<file path="config.mk">
export PLATFORM = sky130hd
export DESIGN_NAME = mrc_reset_config
export DESIGN_NICKNAME = d
export VERILOG_FILES = /design/src/mrc_pkg.sv /design/src/mrc_sync.sv /design/src/mrc_reset_config.sv
export SDC_FILE = /design/constraint.sdc
export NUM_CORES = 1
export LEC_CHECK = 0
export BUFFER_PORTS_ARGS = -buffer_cell sky130_fd_sc_hd__clkbuf_2
export CAP_MARGIN = 5
export CORE_AREA = 2 2 273 275
export CTS_BUF_LIST = sky130_fd_sc_hd__clkbuf_16
export CTS_CLUSTER_DIAMETER = 100
export DETAILED_ROUTE_END_ITERATION = 12
export DIE_AREA = 0 0 275 277
export SLEW_MARGIN = 5
export SYNTH_ARGS = -nofsm -noshare
export SYNTH_HDL_FRONTEND = slang
export SYNTH_HIERARCHICAL = 1
export SYNTH_SLANG_ARGS = --single-unit
</file>
<file path="constraint.sdc">
create_clock -name clk_sys -period 3.55 [get_ports clk_sys]
set_clock_uncertainty 0.15 [all_clocks]
set_input_delay 0.71 -clock clk_sys [delete_from_list [all_inputs] [get_ports clk_sys]]
set_output_delay 0.71 -clock clk_sys [all_outputs]
set_load 0.005 [all_outputs]
</file>
<file path="src/mrc_pkg.sv">
package mrc_pkg;
	// ************************************************************
	// timing
	// ************************************************************
	localparam int unsigned CLK_RATE_HZ = 100000000; // system clock rate
	localparam int unsigned CLK_PERIOD_NS = 10; // system clock period
	localparam int unsigned RST_IND_LOW_US = 1000; // least low time of reset indication, 1 ms
	localparam int unsigned RST_IND_LOW_CYC = (RST_IND_LOW_US * 1000 + CLK_PERIOD_NS - 1) / CLK_PERIOD_NS;
	localparam int unsigned RAIL_SETTLE_US = 100; // rail settle qualification time
	localparam int unsigned RAIL_SETTLE_CYC = (RAIL_SETTLE_US * 1000 + CLK_PERIOD_NS - 1) / CLK_PERIOD_NS;
	localparam int unsigned CNT_W = 20; // width of the hold counters
	localparam int unsigned USER_IO_W = 97; // user io line count
	// ************************************************************
	// reset values
	// ************************************************************
	localparam logic RST_IND_RESET = 1'h0; // indication low while in reset
	localparam logic CONF_RESET = 1'h0; // not configured after reset

	// sequencer states
	typedef enum logic [2:0] {
		ST_POWER_WAIT = 3'h0,
		ST_HOLD = 3'h1,
		ST_RUN = 3'h2,
		ST_SLEEP = 3'h3
	} mrc_state_type;

	// status signals grouped toward the card
	typedef struct packed {
		logic reset_indication_n;
		logic fabric_configured_flag;
		logic processor_reset_n;
		logic fabric_reset_n;
		logic rtc_load_default;
		logic battery_dead_warning;
	} mrc_status_type;
endpackage

</file>
<file path="src/mrc_sync.sv">
`timescale 1ns/1ps
// two flop synchroniser with clock enable
module mrc_sync
	import mrc_pkg::*;
#(
	parameter int unsigned WIDTH = 1,
	parameter logic [WIDTH-1:0] INIT = '0
) (
	// clock and reset
	input wire logic clk_sys,
	input wire logic rstn,
	input wire logic clk_en,
	// data
	input wire logic [WIDTH-1:0] async_in,
	output logic [WIDTH-1:0] sync_out
);
	logic [WIDTH-1:0] meta_q; // first stage, read only by the second
	logic [WIDTH-1:0] meta_d;
	logic [WIDTH-1:0] sync_q; // second stage
	logic [WIDTH-1:0] sync_d;

	// next values
	always_comb begin
		meta_d = clk_en ? async_in : meta_q;
		sync_d = clk_en ? meta_q : sync_q;
	end

	// registers
	always_ff @(posedge clk_sys or negedge rstn) begin
		if (!rstn) begin
			meta_q <= INIT;
			sync_q <= INIT;
		end else begin
			meta_q <= meta_d;
			sync_q <= sync_d;
		end
	end

	assign sync_out = sync_q;
endmodule

</file>
<file path="src/mrc_reset_config.sv">
`timescale 1ns/1ps
module mrc_reset_config
	import mrc_pkg::*;
#(
	parameter int unsigned IO_W = USER_IO_W,
	parameter int unsigned HOLD_CYC = RST_IND_LOW_CYC,
	parameter int unsigned SETTLE_CYC = RAIL_SETTLE_CYC
) (
	// clock, reset, enable
	input wire logic clk_sys,
	input wire logic rstn,
	input wire logic clk_en,
	// pins from the card and board monitors
	input wire logic system_reset_request_n,
	input wire logic power_valid,
	input wire logic fabric_io_supply_rail,
	input wire logic battery_good,
	// fabric side
	input wire logic fabric_config_done,
	input wire logic sleep_request,
	input wire logic [IO_W-1:0] user_io_used,
	input wire logic [IO_W-1:0] user_io_oe_req,
	input wire logic [IO_W-1:0] user_io_out_req,
	// user io pins
	input wire logic [IO_W-1:0] user_io_lines_i,
	output logic [IO_W-1:0] user_io_lines_o,
	output logic [IO_W-1:0] user_io_lines_oe,
	output logic [IO_W-1:0] user_io_in,
	// status toward card and system
	output mrc_status_type status,
	output logic sleeping
);
	// ************************************************************
	// input synchronisation
	// ************************************************************
	localparam int unsigned NSYNC = 4;
	logic [NSYNC-1:0] pins_raw; // raw pin levels
	logic [NSYNC-1:0] pins_s; // synchronised levels
	logic req_n_s; // synchronised reset request
	logic pwr_s; // synchronised power valid
	logic rail_s; // synchronised rail good
	logic bat_s; // synchronised battery good
	logic [IO_W-1:0] io_s; // synchronised io inputs
	assign pins_raw = {system_reset_request_n, power_valid, fabric_io_supply_rail, battery_good};
	// request and monitors pass two flops before use
	mrc_sync #(.WIDTH(NSYNC), .INIT(4'h1)) u_sync_pins (
		.clk_sys(clk_sys),
		.rstn(rstn),
		.clk_en(clk_en),
		.async_in(pins_raw),
		.sync_out(pins_s)
	);
	// user io inputs are pins as well
	mrc_sync #(.WIDTH(IO_W), .INIT('0)) u_sync_io (
		.clk_sys(clk_sys),
		.rstn(rstn),
		.clk_en(clk_en),
		.async_in(user_io_lines_i),
		.sync_out(io_s)
	);
	// split the synchronised pins back into their roles
	assign {req_n_s, pwr_s, rail_s, bat_s} = pins_s;
	assign user_io_in = io_s;
	// ************************************************************
	// reset sequencer
	// ************************************************************
	mrc_state_type state_q; // sequencer state
	mrc_state_type state_d;
	logic [CNT_W-1:0] hold_q; // low time counter
	logic [CNT_W-1:0] hold_d;
	logic ind_q; // reset indication, high when out of reset
	logic ind_d;
	logic rtc_q; // rtc default load pulse
	logic rtc_d;
	logic warn_q; // dead battery warning
	logic warn_d;
	logic hold_done; // low time served
	assign hold_done = (hold_q >= CNT_W'(HOLD_CYC - 1));
	// next state of the sequencer
	always_comb begin
		state_d = state_q;
		hold_d = hold_q;
		ind_d = ind_q;
		rtc_d = 1'h0;
		warn_d = warn_q;
		if (clk_en) begin
			case (state_q)
				// wait for power and a released request
				ST_POWER_WAIT: begin
					ind_d = 1'h0;
					hold_d = '0;
					if (pwr_s && req_n_s) begin
						state_d = ST_HOLD;
					end
				end
				// serve the least low time
				ST_HOLD: begin
					ind_d = 1'h0;
					if (!req_n_s || !pwr_s) begin
						hold_d = '0;
					end else if (hold_done) begin
						state_d = ST_RUN;
						ind_d = 1'h1;
						rtc_d = !bat_s;
						warn_d = !bat_s;
					end else begin
						hold_d = hold_q + CNT_W'(1);
					end
				end
				// normal operation
				ST_RUN: begin
					if (!req_n_s || !pwr_s) begin
						state_d = ST_HOLD;
						ind_d = 1'h0;
						hold_d = '0;
					end else if (sleep_request) begin
						state_d = ST_SLEEP;
					end
				end
				// sleep, woken by a low request
				ST_SLEEP: begin
					if (!pwr_s) begin
						state_d = ST_POWER_WAIT;
						ind_d = 1'h0;
					end else if (!req_n_s) begin
						state_d = ST_HOLD;
						ind_d = 1'h0;
						hold_d = '0;
					end
				end
				default: begin
					state_d = ST_POWER_WAIT;
					ind_d = 1'h0;
				end
			endcase
		end
	end

	// sequencer registers
	always_ff @(posedge clk_sys or negedge rstn) begin
		if (!rstn) begin
			state_q <= ST_POWER_WAIT;
			hold_q <= '0;
			ind_q <= RST_IND_RESET;
			rtc_q <= 1'h0;
			warn_q <= 1'h0;
		end else begin
			state_q <= state_d;
			hold_q <= hold_d;
			ind_q <= ind_d;
			rtc_q <= rtc_d;
			warn_q <= warn_d;
		end
	end

	// ************************************************************
	// configuration status
	// ************************************************************
	logic [CNT_W-1:0] settle_q; // rail settle counter
	logic [CNT_W-1:0] settle_d;
	logic conf_q; // configured flag
	logic conf_d;
	logic running; // out of reset
	assign running = (state_q == ST_RUN) || (state_q == ST_SLEEP);
	// flag rises once loaded and rails stable long enough
	always_comb begin
		settle_d = settle_q;
		conf_d = conf_q;
		if (clk_en) begin
			if (!running || !rail_s) begin
				settle_d = '0;
			end else if (settle_q < CNT_W'(SETTLE_CYC)) begin
				settle_d = settle_q + CNT_W'(1);
			end
			conf_d = running && fabric_config_done && rail_s
				&& (settle_q >= CNT_W'(SETTLE_CYC));
		end
	end

	// configuration registers
	always_ff @(posedge clk_sys or negedge rstn) begin
		if (!rstn) begin
			settle_q <= '0;
			conf_q <= CONF_RESET;
		end else begin
			settle_q <= settle_d;
			conf_q <= conf_d;
		end
	end

	// ************************************************************
	// user io drive
	// ************************************************************
	logic [IO_W-1:0] oe_q; // registered enables
	logic [IO_W-1:0] oe_d;
	logic [IO_W-1:0] out_q; // registered data
	logic [IO_W-1:0] out_d;

	// drive only used lines once configured
	always_comb begin
		oe_d = oe_q;
		out_d = out_q;
		if (clk_en) begin
			oe_d = conf_d ? (user_io_used & user_io_oe_req) : '0;
			out_d = user_io_out_req;
		end
	end

	// io registers
	always_ff @(posedge clk_sys or negedge rstn) begin
		if (!rstn) begin
			oe_q <= '0;
			out_q <= '0;
		end else begin
			oe_q <= oe_d;
			out_q <= out_d;
		end
	end

	assign user_io_lines_oe = oe_q;
	assign user_io_lines_o = out_q;
	// status outputs: processor and fabric reset are the indication itself
	assign status = {ind_q, conf_q, ind_q, ind_q, rtc_q, warn_q};
	assign sleeping = (state_q == ST_SLEEP);
	// ************************************************************
	// assertions
	// ************************************************************
	logic [CNT_W-1:0] low_cnt_q; // cycles indication has been low
	always_ff @(posedge clk_sys or negedge rstn) begin
		if (!rstn) begin
			low_cnt_q <= '0;
		end else if (ind_q) begin
			low_cnt_q <= '0;
		end else if (clk_en && low_cnt_q != '1) begin
			low_cnt_q <= low_cnt_q + CNT_W'(1);
		end
	end
	property p_low_time;
		@(posedge clk_sys) disable iff (!rstn) $rose(ind_q) |-> $past(low_cnt_q) >= CNT_W'(HOLD_CYC - 1);
	endproperty
	a_low_time: assert property (p_low_time) else $error("indication low too short");
	property p_req_low;
		@(posedge clk_sys) disable iff (!rstn) (clk_en && !req_n_s && state_q == ST_RUN) |=> !ind_q;
	endproperty
	a_req_low: assert property (p_req_low) else $error("request did not drop indication");
	property p_both_reset;
		@(posedge clk_sys) disable iff (!rstn) (clk_en && !req_n_s)
			|=> !status.processor_reset_n && !status.fabric_reset_n;
	endproperty
	a_both_reset: assert property (p_both_reset) else $error("request left a reset high");
	property p_held_req;
		@(posedge clk_sys) disable iff (!rstn) (state_q == ST_POWER_WAIT && !req_n_s) |=> state_q == ST_POWER_WAIT;
	endproperty
	a_held_req: assert property (p_held_req) else $error("left reset with request held");
	property p_wake;
		@(posedge clk_sys) disable iff (!rstn) (clk_en && state_q == ST_SLEEP && !req_n_s && pwr_s) |=> state_q == ST_HOLD;
	endproperty
	a_wake: assert property (p_wake) else $error("no wake from sleep");
	property p_rise_high;
		@(posedge clk_sys) disable iff (!rstn) $rose(state_q == ST_RUN) |-> ind_q;
	endproperty
	a_rise_high: assert property (p_rise_high) else $error("indication not high in run");
	property p_conf_rail;
		@(posedge clk_sys) disable iff (!rstn) (conf_q && $past(clk_en)) |-> $past(rail_s) && $past(fabric_config_done);
	endproperty
	a_conf_rail: assert property (p_conf_rail) else $error("flag without rail or load");
	property p_io_float;
		@(posedge clk_sys) disable iff (!rstn) !$past(conf_d) |-> user_io_lines_oe == '0;
	endproperty
	a_io_float: assert property (p_io_float) else $error("io driven before configuration");
	property p_unused;
		@(posedge clk_sys) disable iff (!rstn) $past(clk_en) |-> (user_io_lines_oe & ~$past(user_io_used)) == '0;
	endproperty
	a_unused: assert property (p_unused) else $error("unused io driven");
	property p_battery;
		@(posedge clk_sys) disable iff (!rstn) $rose(state_q == ST_RUN) |-> {rtc_q, warn_q} == {2{!$past(bat_s)}};
	endproperty
	a_battery: assert property (p_battery) else $error("rtc load or warning not from cell state");
	c_run: cover property (@(posedge clk_sys) disable iff (!rstn) $rose(state_q == ST_RUN));
	c_sleep_wake: cover property (@(posedge clk_sys) disable iff (!rstn) state_q == ST_SLEEP ##1 state_q == ST_HOLD);
	c_conf: cover property (@(posedge clk_sys) disable iff (!rstn) $rose(conf_q));
	c_warn: cover property (@(posedge clk_sys) disable iff (!rstn) $rose(warn_q));
endmodule

</file>
==> metrics.md <==
| Metric | Value |
|---|---|
| Initial cell density of the core | 24.18% |
| Horizontal extent of the die | 275 µm |
| Die Outline Area | 76180 µm² |
| Detailed Route Iter0 Violations | 614 |
| Worst VDD drop | 379.3 µV |
| Xor/xnor cell area share of the yosys netlist | 0.09847% |
| Library cell with the largest summed area after synthesis | dfrtp_1 |
| Clock transition at the registers of the reported paths | 0.06 ns |
| Number of stages on the worst hold path | 2 |
| Wire length of the first global-routing pass | 79480 µm |
| Layout cell share with drive strength beyond 1 | 59.47% |
| Delay-heaviest family, CP | simple AND/OR/NAND/NOR gates |
| Share of synthesized area occupied by flip-flops and latches | 62.19% |
| Post-synthesis average cell area | 15.93 µm² |
| Kind of start point of the critical path | flip-flop |
| Number of different library cells in the post-synthesis netlist | 53 |
| Timing-limited maximum frequency | 0.4023 GHz |
| Synthesized flop and latch total | 442 |
| Util after Layout | 32.61% |
| Sum of negative setup slack | 0 ns |
| Prevailing post-synth register cell | dfrtp_1 |
| Number of H-tree branching levels | 2 |
| Core Footprint | 73570 µm² |
| Cell count after synthesis | 1117 |
| DRC | 0 |
| Crit Path Class | reg2reg |
| Synthesized-area fraction occupied by ao, oa, aoi and oai cells | 7.801% |
| Main combinational cell family by area after synthesis | multiplexers |
| Highest net fanout along the worst path | 19 |
| Final period utilization | 70.03% |
| RSZ-0062 raised after global routing | false |
| Post-detailed-routing wire length | 52730 µm |
| Routed vias | 12491 |
| Adder-Cell Fraction of Synth Area | 0.2110% |
| GRT Total Usage | 13.37% |
| Data arrival time at the worst-slack endpoint | 2.84 ns |
| Buffers and inverters on the worst path | 0 |
| Dominant cells by area after synthesis | dfrtp_1, mux2_4, mux2_2 |
| Insertion delay to the later sink of the worst-skew pair | 0.57 ns |
| Final nets | 2218 |
| Clock Sinks | 442 |
| Synth async-reset ratio | 100.0% |
| Static leakage power | 11.94 nW |
| Flip-flop and latch area | 11060 µm² |
| Outcome | completed |
| Number of cell instances on the worst register-to-register path | 5 |
| Number of antenna violations at the first check in global routing | 11 |
| WL/cell | 18.67 µm |
| Source of the worst hold timing path | user_io_lines_i[24] |
| Setup-failing EPs final | 0 |
| Cell chosen for the clock root | clkbuf_16 |
| Placer's final routability congestion estimate | 0.9440 |
| Clock period minus final worst setup slack | 2.486 ns |
| Filler cells | 7386 |
| Multi-input gate area | 6212 µm² |
| Post-synth top area share | 61.90% |
| Library cell with the highest instance count after synthesis | dfrtp_1 |
| Routed vias/inst | 4.423 |
| Largest net degree at the start of global routing | 99 |
| Terminating pin of the worst hold path | u_sync_io/meta_q[24] |
| Power per unit of standard cell area | 516.5 nW/µm² |
| Basic-gate share of the synthesized area counting and, or, nand and nor cells | 3.911% |
| Syn nets | 1517 |
| Path class of the lowest-slack min-delay path | in2reg |
| Post-Synthesis Cell Area | 17790 µm² |
| RR Startpoint | settle_q[7] |
| Worst Tran Pin Value | 1.160 ns |
| Crit-path cells | or4_4, a21oi_4, o221ai_2, or4_1, a21oi_1 |
| Worst reg2reg path endpoint | settle_q[12] |
| Most common library cells after synthesis | dfrtp_1, mux2_4, mux2_2 |
| Worst-case headroom to the max-slew limit | 22.69% |
| Aggregate global routing overflow | 0 |
| Warning count from the yosys run | 6 |
| Number of maximum-capacitance constraint violations | 0 |
| Final Max Tran Viols | 0 |
| EDFF count, synth | 0 |
| Final count of hold timing violations | 0 |
| Total half-perimeter wirelength after legalization and detailed placement | 39590 µm |
| Maximum buffer depth of the clock tree | 3 |
| Pre-antenna DRT Iters | 5 |
| # IOs | 695 |
| Cell type of the slowest stage on the worst timing path | or4_1 |
| Worst stage delay on the critical path | 0.59 ns |
| CTS buffer count | 49 |
| CTS tree | yes |
| Critical Path End Type | flip-flop |
| Layout area overhead | 34.88% |
| Via count of the first global-routing pass | 13337 |
| Reg2reg setup slack | 1.06 ns |
| Port Buf Inserts | 694 |
| Multiplexer share of the synthesized area | 22.87% |
| Number of core rows | 100 |
| Number of buffers added for setup after CTS | 0 |
| Die height | 277 µm |
| Detail Route Antenna Nets | 0 |
| Critical path data required time | 3.90 ns |
through the flow:
| stage | setup slack (ns) | cells | hold WS, ns | total power, mW | cell area (µm²) |
|---|---|---|---|---|---|
| 2_1_floorplan | 1.218 | 1117 | 0.2644 | 6.442 | 17790 |
| 3_3_place_gp | 0.7767 | 2735 | 0.3162 | 7.236 | 22340 |
| 3_5_place_dp | 0.6706 | 2735 | 0.3218 | 7.286 | 22340 |
| 4_1_cts | 1.061 | 2822 | 0.1506 | 12.62 | 23990 |
| 5_1_grt | 0.8822 | 2823 | 0.1605 | 12.97 | 23990 |
| 6_report | 1.064 | 2824 | 0.2052 | 12.39 | 23990 |
metal layers:
layer | wire length (µm) | vias to the layer above | part of all wire [%] | track usage [%]
li1 | - | 5547 | - | -
met1 | 20940 | 6380 | 40 | 16.13
met2 | 25230 | 439 | 48 | 21.80
met3 | 4932 | 109 | 9.4 | 5.185
met4 | 1528 | 16 | 2.9 | 4.241
met5 | 100 | - | 0.19 | 0
how the worst max path moves through the flow:
stage | from | endpoint | slack, ns | depth (start not counted)
after global placement | clk_en | hold_q[1] | 0.78 | 6
final | settle_q[7] | settle_q[12] | 1.06 | 5
after floorplan | clk_en | hold_q[9] | 1.22 | 7
after CTS | settle_q[7] | settle_q[12] | 1.06 | 5
after detailed placement | clk_en | hold_q[1] | 0.67 | 6
after global routing | settle_q[7] | settle_q[12] | 0.88 | 5
flip-flops by register name, summed over array words and instances, names as in the netlist:
register              count
conf_q                    1
hold_q                   20
ind_q                     1
rtc_q                     1
settle_q                 20
state_q                   2
u_sync_io/meta_q         97
u_sync_io/sync_out       97
u_sync_pins/meta_q        4
u_sync_pins/sync_out      4
user_io_lines_o          97
user_io_lines_oe         97
warn_q                    1
cells by family (layout without fill, tap and decap cells):
logic type / Yosys count / in the layout
buf+inv: 81 / 817
flops: 442 / 442
simple gates: 126 / 126
mux: 306 / 306
other cells: 0 / 2
xor+xnor: 2 / 2
compound gates: 157 / 157
fa+ha+maj: 3 / 3
layout by cell type, fill, tap and decap left out, drive strengths merged, types with 11 or more instances in the layout:
cell,count
clkbuf,741
dfrtp,440
mux2,300
a32o,97
nand2,32
buf,29
clkinv,18
nand3,17
a21oi,16
inv,16
and2,13
or4,11
final cells by class:
| cell class | count | area share [%] |
|---|---|---|
| diodes | 2 | 0.02086 |
| clock buffers | 49 | 5.111 |
| clock inverters | 37 | 1.700 |
| inverters | 9 | 0.1460 |
| multi-input cells | 594 | 25.89 |
| flip-flops and latches | 442 | 46.11 |
| well taps | 969 | 5.053 |
| repair buffers | 722 | 15.97 |
report_power, final:
group,internal [mW],switching (mW),leakage [nW]
Sequential,5.45,0.247,5.48
Clock,3.15,2.07,0.813
Combinational,0.861,0.623,5.64
Total,9.46,2.94,11.9
repair_timing:
action,4_1_cts,5_1_grt
hold endpoints to repair,56,0
hold buffers,1,0
resized for setup,0,0
No activity file was read; power rests on OpenSTA's default activity.
